$ cat config.mk
export PLATFORM = sky130hd
export DESIGN_NAME = dpfs_top
export DESIGN_NICKNAME = d
export VERILOG_FILES = /design/src/rtl/dpfs_pkg.sv /design/src/rtl/dpfs_top.sv
export SDC_FILE = /design/constraint.sdc
export NUM_CORES = 1
export LEC_CHECK = 0
export ABC_AREA = 1
export BUFFER_PORTS_ARGS = -buffer_cell sky130_fd_sc_hd__buf_2
export CORE_MARGIN = 1.5
export CORE_UTILIZATION = 55
export CTS_BUF_LIST = sky130_fd_sc_hd__clkbuf_4
export DETAILED_ROUTE_END_ITERATION = 8
export GPL_ROUTABILITY_DRIVEN = 1
export PLACE_DENSITY = 0.88
export SLEW_MARGIN = 15
export SYNTH_ARGS = -nofsm -noshare
export SYNTH_HDL_FRONTEND = slang
export SYNTH_SLANG_ARGS = --single-unit
$ cat constraint.sdc
create_clock -name ref_clk_in -period 9.8 [get_ports ref_clk_in]
set_input_delay 0.98 -clock ref_clk_in [delete_from_list [all_inputs] [get_ports ref_clk_in]]
set_output_delay 0.98 -clock ref_clk_in [all_outputs]
set_load 0.05 [all_outputs]
$ cat src/rtl/dpfs_pkg.sv
package dpfs_pkg;
    // Timing.
    localparam int unsigned CLK_HZ      = 125_000_000;
    localparam int unsigned SEC_TIME_S  = 1;
    localparam int unsigned TICK_CYCLES = CLK_HZ * SEC_TIME_S;
    // Register byte addresses, temperature block address bits and count.
    localparam logic [7:0] ADR_PH_DELAY = 8'h00;
    localparam logic [7:0] ADR_ENC_SEL  = 8'h04;
    localparam logic [7:0] ADR_STAB_EN  = 8'h08;
    localparam logic [7:0] ADR_STOP_MRG = 8'h0C;
    localparam logic [7:0] ADR_AUX_FUNC = 8'h10;
    localparam logic [7:0] ADR_AUX_STAT = 8'h14;
    localparam logic [7:0] ADR_FAULTS   = 8'h18;
    localparam logic [1:0] ADR_TEMP_HI  = 2'h1;
    localparam int unsigned TEMP_COUNT  = 15;
    // Field positions, reset values and limits.
    localparam int unsigned AUX_TWO_LSB = 4;
    localparam logic [5:0] PH_DELAY_RST = 6'h03;
    localparam logic [5:0] PH_DELAY_MAX = 6'h3C;
    localparam logic [1:0] ENC_SEL_RST  = 2'h3;
    localparam logic [9:0] STOP_MRG_MAX = 10'h3E7;
    // Control modes.
    localparam logic [3:0] MODE_SCALAR_MAX = 4'h3;
    localparam logic [3:0] MODE_ENC_VECTOR = 4'h4;
    localparam logic [3:0] MODE_VOLT_VEC_SCALAR = 4'h5;
    localparam logic [3:0] MODE_PM_ENC     = 4'h6;
    // Auxiliary input function codes.
    localparam logic [2:0] AUX_UNUSED = 3'h0;
    localparam logic [2:0] AUX_ALARM  = 3'h5;
    localparam logic [2:0] AUX_MAX    = 3'h6;
    // Fault vector bit positions.
    localparam int unsigned F_PHASE = 0;
    localparam int unsigned F_WIRE  = 1;
    localparam int unsigned F_SIG_A = 2;
    localparam int unsigned F_SIG_B = 3;
    localparam int unsigned F_STOP  = 4;
    localparam int unsigned F_AUX1  = 5;
    localparam int unsigned F_AUX2  = 6;
    localparam int unsigned F_WIDTH = 7;

    // Tenths of a degree; twelve bits are needed to reach the top of the range.
    typedef logic signed [11:0] dpfs_temp_t;
    typedef enum logic {STOP_IDLE, STOP_RUN} dpfs_stop_t;
    typedef struct packed {
        logic        rd;
        logic        wr;
        logic [1:0]  be;
        logic [7:0]  adr;
        logic [31:0] wdat;
    } dpfs_req_t;
endpackage

$ cat src/rtl/dpfs_top.sv
// The Avalon-MM register port and the register offsets were left to the implementer.
`timescale 1ns/1ps
`default_nettype none
// Operation
// RULE_01: Phase loss delay programmable 0 to 60 s, default 3 s.
// RULE_02: Delay of zero disables phase loss detection completely.
// RULE_03: Single-phase supply requires software to program delay zero.
// RULE_04: Encoder selector: 0 off, 1 wiring, 2 signals, 3 all; default 3.
// RULE_05: Selector-governed wiring check runs only while self-tuning selection is zero.
// RULE_06: Self-tuning selection above one arms the wiring fault in every mode except mode 6.
// RULE_07: Encoder selector acts only in encoder vector mode, code 4.
// RULE_08: Mode 6 always suppresses the wiring inversion fault.
// RULE_09: Current stabilization defaults off; active only in scalar modes.
// RULE_10: Stop overrun fault when stopping exceeds ramp time plus margin.
// RULE_11: Margin of zero disables the stop overrun fault.
// RULE_12: Fifteen read-only switch temperatures, -20.0 to 150.0 C, 0.1 C.
// RULE_13: Aux function code 0 to 6, default unused; 5 is alarm.
// RULE_14: Aux fault shows code and disables drive; alarm only shows code.
// RULE_15: Aux status word: input one bit 0, input two bit 1.
// RULE_16: Phase timer counts during continuous loss, restarts on recovery.
// RULE_17: Raised faults stay latched until a separate fault reset.
module dpfs_top
    import dpfs_pkg::*;
#(
    parameter int unsigned TICK_LEN = TICK_CYCLES
) (
    // Clock and reset.
    input  wire logic                     ref_clk_in,
    input  wire logic                     reset_in,
    // Avalon-MM slave.
    input  wire logic [7:0]               avs_address_in,
    input  wire logic                     avs_read_in,
    input  wire logic                     avs_write_in,
    input  wire logic [3:0]               avs_byteenable_in,
    input  wire logic [31:0]              avs_writedata_in,
    output logic [31:0]                   avs_readdata_out,
    output logic                          avs_waitrequest_out,
    // Pins from the power stage.
    input  wire logic                     phase_loss_in,
    input  wire logic [1:0]               aux_fault_input_in,
    // Control core.
    input  wire logic [3:0]               control_mode_select_in,
    input  wire logic [2:0]               self_tune_selection_in,
    input  wire logic [11:0]              decel_ramp_time_first_in,
    input  wire logic [11:0]              decel_ramp_time_second_in,
    input  wire logic                     ramp_second_active_in,
    input  wire logic                     stop_command_in,
    input  wire logic                     motor_stopped_in,
    input  wire logic                     wiring_inverted_in,
    input  wire logic                     signal_error_a_in,
    input  wire logic                     signal_error_b_in,
    input  wire dpfs_temp_t [TEMP_COUNT-1:0] switch_temp_in,
    // Protection outputs.
    output logic [F_WIDTH-1:0]            fault_out,
    output logic                          drive_disable_out,
    output logic [2:0]                    aux_display_code_out,
    output logic                          stabilize_active_out
);
    dpfs_req_t         req;
    logic              ack_reg;
    logic              wr_go;
    logic [5:0]        ph_delay_reg;
    logic [1:0]        enc_sel_reg;
    logic              stab_en_reg;
    logic [9:0]        stop_mrg_reg;
    logic [2:0]        aux_fn_reg [2];
    logic              fault_clr;
    logic [1:0]        pl_sync_reg;
    logic [1:0]        aux_s1_reg;
    logic [1:0]        aux_s2_reg;
    logic              loss;
    logic [26:0]       pre_reg;
    logic              tick;
    logic [5:0]        ph_cnt_reg;
    dpfs_stop_t        stop_reg;
    logic [12:0]       stop_cnt_reg;
    logic [12:0]       stop_lim;
    logic              wire_en;
    logic              sig_en;
    logic [1:0]        aux_act;
    logic [1:0]        aux_flt;
    logic [F_WIDTH-1:0] fault_set;
    logic [F_WIDTH-1:0] fault_reg;
    dpfs_temp_t        temp_reg [TEMP_COUNT];
    logic [31:0]       rd_next;
    logic [3:0]        tidx;

    assign req = '{rd: avs_read_in, wr: avs_write_in, be: avs_byteenable_in[1:0],
                   adr: avs_address_in, wdat: avs_writedata_in};

    // One wait state: read data is registered before waitrequest drops.
    assign avs_waitrequest_out = (req.rd | req.wr) & ~ack_reg;
    assign wr_go = req.wr & ack_reg;

    always_ff @(posedge ref_clk_in or posedge reset_in) begin
        if (reset_in) begin
            ack_reg <= 1'b0;
        end else begin
            ack_reg <= (req.rd | req.wr) & ~ack_reg;
        end
    end

    // Configuration registers; out-of-range delay and margin values are clamped on write, out-of-range aux codes are not written.
    always_ff @(posedge ref_clk_in or posedge reset_in) begin
        if (reset_in) begin
            ph_delay_reg  <= PH_DELAY_RST; // RULE_01
            enc_sel_reg   <= ENC_SEL_RST; // RULE_04
            stab_en_reg   <= 1'b0; // RULE_09
            stop_mrg_reg  <= '0;
            aux_fn_reg[0] <= AUX_UNUSED; // RULE_13
            aux_fn_reg[1] <= AUX_UNUSED;
        end else if (wr_go && req.be[0]) begin
            case (req.adr)
                ADR_PH_DELAY: ph_delay_reg <= (req.wdat[5:0] > PH_DELAY_MAX) ?
                                              PH_DELAY_MAX : req.wdat[5:0]; // RULE_01
                ADR_ENC_SEL:  enc_sel_reg <= req.wdat[1:0];
                ADR_STAB_EN:  stab_en_reg <= req.wdat[0];
                ADR_STOP_MRG: if (req.be[1]) begin
                    stop_mrg_reg <= (req.wdat[9:0] > STOP_MRG_MAX) ?
                                    STOP_MRG_MAX : req.wdat[9:0];
                end
                ADR_AUX_FUNC: begin
                    if (req.wdat[2:0] <= AUX_MAX) begin
                        aux_fn_reg[0] <= req.wdat[2:0]; // RULE_13
                    end
                    if (req.wdat[AUX_TWO_LSB+:3] <= AUX_MAX) begin
                        aux_fn_reg[1] <= req.wdat[AUX_TWO_LSB+:3];
                    end
                end
                default: ;
            endcase
        end
    end

    assign fault_clr = wr_go && req.be[0] && (req.adr == ADR_FAULTS) && req.wdat[0];

    always_ff @(posedge ref_clk_in or posedge reset_in) begin
        if (reset_in) begin
            pl_sync_reg <= '0;
            aux_s1_reg  <= '0;
            aux_s2_reg  <= '0;
        end else begin
            pl_sync_reg <= {pl_sync_reg[0], phase_loss_in};
            aux_s1_reg  <= aux_fault_input_in;
            aux_s2_reg  <= aux_s1_reg;
        end
    end
    assign loss = pl_sync_reg[1];

    // Shared one-second tick; timers therefore resolve to within one second.
    assign tick = (pre_reg == 27'(TICK_LEN - 1));
    always_ff @(posedge ref_clk_in or posedge reset_in) begin
        if (reset_in) begin
            pre_reg <= '0;
        end else begin
            pre_reg <= tick ? '0 : pre_reg + 27'h1;
        end
    end

    // Phase loss timer.
    always_ff @(posedge ref_clk_in or posedge reset_in) begin
        if (reset_in) begin
            ph_cnt_reg <= '0;
        end else if (!loss || ph_delay_reg == '0) begin
            ph_cnt_reg <= '0; // RULE_16
        end else if (tick && ph_cnt_reg < ph_delay_reg) begin
            ph_cnt_reg <= ph_cnt_reg + 6'h1; // RULE_16
        end
    end

    // Stop overrun timer.
    assign stop_lim = (ramp_second_active_in ? {1'b0, decel_ramp_time_second_in} :
                       {1'b0, decel_ramp_time_first_in}) + {3'h0, stop_mrg_reg}; // RULE_10

    always_ff @(posedge ref_clk_in or posedge reset_in) begin
        if (reset_in) begin
            stop_reg     <= STOP_IDLE;
            stop_cnt_reg <= '0;
        end else begin
            case (stop_reg)
                STOP_IDLE: begin
                    stop_cnt_reg <= '0;
                    if (stop_command_in && !motor_stopped_in) begin
                        stop_reg <= STOP_RUN; // RULE_10
                    end
                end
                STOP_RUN: begin
                    if (!stop_command_in || motor_stopped_in) begin
                        stop_reg <= STOP_IDLE;
                    end else if (tick && stop_cnt_reg != '1) begin
                        stop_cnt_reg <= stop_cnt_reg + 13'h1;
                    end
                end
                default: stop_reg <= STOP_IDLE;
            endcase
        end
    end

    // Encoder check arming. The far side must keep phase delay zero on
    // single-phase supplies; this block cannot tell the supply type.
    assign wire_en = (control_mode_select_in != MODE_PM_ENC) && // RULE_08
                     ((self_tune_selection_in > 3'h1) || // RULE_06
                      (control_mode_select_in == MODE_ENC_VECTOR && enc_sel_reg[0] &&
                       self_tune_selection_in == 3'h0)); // RULE_05 RULE_07
    assign sig_en = (control_mode_select_in == MODE_ENC_VECTOR) && enc_sel_reg[1]; // RULE_04

    genvar g;
    generate
        for (g = 0; g < 2; g++) begin : g_aux
            assign aux_act[g] = aux_s2_reg[g] && (aux_fn_reg[g] != AUX_UNUSED); // RULE_15
            assign aux_flt[g] = aux_act[g] && (aux_fn_reg[g] != AUX_ALARM); // RULE_14
        end
        for (g = 0; g < TEMP_COUNT; g++) begin : g_temp
            always_ff @(posedge ref_clk_in or posedge reset_in) begin
                if (reset_in) begin
                    temp_reg[g] <= '0;
                end else begin
                    temp_reg[g] <= switch_temp_in[g]; // RULE_12
                end
            end
        end
    endgenerate

    assign fault_set[F_PHASE] = (ph_delay_reg != '0) && loss &&
                                (ph_cnt_reg >= ph_delay_reg); // RULE_02
    assign fault_set[F_WIRE]  = wire_en && wiring_inverted_in;
    assign fault_set[F_SIG_A] = sig_en && signal_error_a_in;
    assign fault_set[F_SIG_B] = sig_en && signal_error_b_in;
    assign fault_set[F_STOP]  = (stop_reg == STOP_RUN) && (stop_mrg_reg != '0) &&
                                (stop_cnt_reg > stop_lim); // RULE_10 RULE_11
    assign fault_set[F_AUX1]  = aux_flt[0];
    assign fault_set[F_AUX2]  = aux_flt[1];

    // A fault arriving with the reset write survives it.
    always_ff @(posedge ref_clk_in or posedge reset_in) begin
        if (reset_in) begin
            fault_reg <= '0;
        end else begin
            fault_reg <= (fault_clr ? '0 : fault_reg) | fault_set; // RULE_17
        end
    end

    always_ff @(posedge ref_clk_in or posedge reset_in) begin
        if (reset_in) begin
            aux_display_code_out <= AUX_UNUSED;
            stabilize_active_out <= 1'b0;
        end else begin
            aux_display_code_out <= aux_act[0] ? aux_fn_reg[0] :
                                    aux_act[1] ? aux_fn_reg[1] : AUX_UNUSED; // RULE_14
            stabilize_active_out <= stab_en_reg &&
                                    (control_mode_select_in <= MODE_SCALAR_MAX ||
                                     control_mode_select_in == MODE_VOLT_VEC_SCALAR); // RULE_09
        end
    end
    assign fault_out = fault_reg;
    assign drive_disable_out = |fault_reg; // RULE_14 RULE_17

    // Read multiplexer.
    assign tidx = req.adr[5:2];
    always_comb begin
        rd_next = '0;
        case (req.adr)
            ADR_PH_DELAY: rd_next[5:0] = ph_delay_reg;
            ADR_ENC_SEL:  rd_next[1:0] = enc_sel_reg;
            ADR_STAB_EN:  rd_next[0] = stab_en_reg;
            ADR_STOP_MRG: rd_next[9:0] = stop_mrg_reg;
            ADR_AUX_FUNC: rd_next = {25'h0, aux_fn_reg[1], 1'b0, aux_fn_reg[0]};
            ADR_AUX_STAT: rd_next[1:0] = aux_act; // RULE_15
            ADR_FAULTS:   rd_next[F_WIDTH-1:0] = fault_reg;
            default: begin
                if (req.adr[7:6] == ADR_TEMP_HI && req.adr[1:0] == 2'h0 &&
                    tidx < 4'(TEMP_COUNT)) begin
                    rd_next = {{20{temp_reg[tidx][11]}}, temp_reg[tidx]}; // RULE_12
                end
            end
        endcase
    end

    always_ff @(posedge ref_clk_in or posedge reset_in) begin
        if (reset_in) begin
            avs_readdata_out <= '0;
        end else if (req.rd && !ack_reg) begin
            avs_readdata_out <= rd_next;
        end
    end
endmodule // dpfs_top
`default_nettype wire

==> metrics.yaml <==
run_status:
  status: "completed"
finish:
  largest_reg_flops: 180
  ff_latch_area_mm2: 0.00706
  drive_gt1_frac: 0.244
  multi_input_area_mm2: 0.00508
  layout.nets: 2115
  fill_cells: 1793
  area_growth_pct: 18.9
clock_network:
  cts_tree: "yes"
  cts_root_buf: "clkbuf_4"
  cts_made_buffers: 74
  post_cts_resized: 0
  postCtsSetupRepairBufs: 0
  hold_buffers: 0
  cts.path.max_buffers: 3
  insertion_delay_ps: 690
  clkTransAtPathRegs_ps: 70
  clkSinkCount: 282
  cts_max_level: 3
synth:
  yosys.area.top_type_share: 0.538
  synth.yosys.seq_area_share: 0.546
  async_flop_share: 1.00
  syn_inst: 1505
  yosys.area.top_type: "dfrtp_1"
  synth_fp_nets: 1806
  synth_area_leaders: "dfrtp_1, nand2_1, nand3_1"
  avgSynthCellArea_um2: 8.59
  syn_area_mm2: 0.0129
  yosys_most_used_dff: "dfrtp_1"
  yosys_warnings: 0
  synth.distinct_cells: 44
  synth-edff-count: 0
  synth_seq_cells: 282
detailed_routing:
  detail_route.wl_per_cell_um: 16.3
  drt-total-wl_um: 35600
  route.layer.met1.wl_um: 13600
  drc: 0
  drt_iter0_drc: 846
  via_per_inst: 5.28
  top_layer: "met5"
  wl_met3_um: 2960
  ant_nets: 0
  wl_met2_um: 17300
  drtPass1Iterations: 5
  route.vias.total: 11500
worst_setup_path:
  cp.required_ps: 10370
  cp.arrival_ps: 4030
  path_max_fanout: 13
  critPathLaunchType: "primary input"
  criticalPathCategory: "primary input to flop"
  endpoint_kind: "flop"
die:
  die_area_mm2: 0.0244
  initial_utilization: 0.566
  rows: 55
  die_width_um: 156
  core_area_mm2: 0.0228
  dieHeight_um: 156
  pin_count: 313
run:
  maxCapViolCount: 0
place:
  dp_hpwl_um: 24800
  place.port_buffers: 288
  place_congestion: 0.945
timing:
  rsz0062_at_grt: "false"
  hold_slack_ps: 351
  fin_crit_sh: 0.353
  finalSetupViolations: 0
  maxSlewHeadroom: 0.145
  fin_setup_tns_ps: 0
  fin_crit_ps: 3460
  drv_slew: 0
  hold_violations: 0
  worst_pin_slew_ps: 1280
  fin_skew_ps: 62.7
  fmax_mhz: 289
pwr:
  irDropWorstVdd_uv: 150
  power_density_mw_per_mm2: 165
  p_leak_nw: 8.21
global_routing:
  grt_start_max_net_pins: 129
  grt_pass1_wl_um: 56500
  gr-total-overflow: 0
  first_global_vias: 11600
  grt_antenna_before_repair: 5
  grt.total_usage: 0.299
hold_path:
  hold_class: "flop to flop"
-- synthesized netlist by cell type (2+ instances only) --
cell      instances
buf_6             2
nand2_2           8
nor2_4            6
nor2_2            4
xor2_1           25
nand3b_1          3
dfstp_2           4
o21ai_0          52
nand4_1          22
nor4_1            2
inv_1           101
buf_2            11
a22oi_1           4
nand2_1         572
dfrtp_1         278
o22ai_1           2
nor3b_1           4
inv_2             3
nand3_1          93
mux2_2           11
nor3_1           29
a21oi_1          33
clkbuf_1          9
a31oi_1           3
buf_1             6
buf_4            32
ha_1             32
xnor2_1          17
nor2_1          122
-- area by class of cell --
class,count,share of cell area
clock buffers,110,0.0537
diodes,4,0.000651
repair buffers,294,0.0969
flip-flops and latches,282,0.459
multi-input cells,1057,0.331
inverters,105,0.0263
well taps,313,0.0255
clock inverters,20,0.00676
-- final timing paths --
check	to	slack [ps]	startpoint	cells past startpoint
hold reg to reg	aux_s2_reg[1]	350	aux_s1_reg[1]	0
setup reg to reg	fault_out[4]	6790	stop_mrg_reg[0]	18
setup / recovery	fault_out[4]	6340	ramp_second_active_in	20
max in group asynchronous	temp_reg[56]	7890	reset_in	3
hold / removal	aux_s2_reg[1]	350	aux_s1_reg[1]	0
min in group asynchronous	stop_mrg_reg[6]	450	reset_in	2
-- power by group --
group,switching [mW],total (mW),internal [mW]
logic,0.198,0.290,0.0922
registers,0.0215,1.24,1.21
clock network,0.493,1.01,0.518
-- layer usage --
| layer | vias to the layer above | global-route usage |
|---|---|---|
| met4 | 2 | 0.168 |
| met1 | 5351 | 0.354 |
| met5 | - | 0 |
| met2 | 644 | 0.504 |
| li1 | 5412 | - |
| met3 | 131 | 0.0706 |
-- cells in the final DEF (no fill, tap or decap), types with 4 or more instances in the layout --
cell / Yosys / routed
xnor2_1: 17 / 17
clkbuf_4: 0 / 110
xor2_1: 25 / 25
nand4_1: 22 / 22
nor2_1: 122 / 122
diode_2: 0 / 4
mux2_2: 11 / 11
nor2_4: 6 / 6
nand3_1: 93 / 93
clkinv_1: 0 / 11
nand2_2: 8 / 8
a21oi_1: 33 / 33
inv_1: 101 / 100
clkinvlp_4: 0 / 4
nand2_1: 572 / 572
dfrtp_1: 278 / 278
nor3_1: 29 / 29
ha_1: 32 / 32
o21ai_0: 52 / 52
buf_4: 32 / 5
nor2_2: 4 / 4
buf_2: 11 / 288
a22oi_1: 4 / 4
nor3b_1: 4 / 4
dfstp_2: 4 / 4
-- through the flow --
step / utilization / setup slack (ps) / instance area, um2 / instances / power [mW]
5_1_grt: 0.673 / 6100 / 15400 / 2185 / 2.66
4_1_cts: 0.672 / 6410 / 15400 / 2181 / 2.55
3_3_place_gp: 0.631 / 5750 / 14400 / 2051 / 1.53
2_1_floorplan: - / 1050 / 12900 / 1505 / 1.43
3_5_place_dp: 0.631 / 5670 / 14400 / 2051 / 1.54
6_report: 0.673 / 6340 / 15400 / 2185 / 2.54
-- cells by family after synthesis --
group,after synthesis,synth area share
muxes,11,0.00958
and+or+nand+nor,869,0.279
xor gates and xnor gates,42,0.0284
adders and majority gates,33,0.0325
DFF,282,0.546
AOI/OAI and AO/OA,102,0.0434
buffers and inverters,166,0.0608
-- critical path, cell delays in order --
cell     delay (ps)
buf_2           240
mux2_2          390
ha_1            230
fa_1            410
nand3_1          90
nand2_1         100
nand2_1          80
nand2_1          80
nand3_1          90
nand2_1         100
xor2_1          160
ha_1            330
nand2_1          80
inv_1            40
o21ai_0         140
nand2_1          70
nor2_1          130
nand2_1          60
nand2_1         120
o21ai_0         100
No activity file was read; power rests on OpenSTA's default activity.
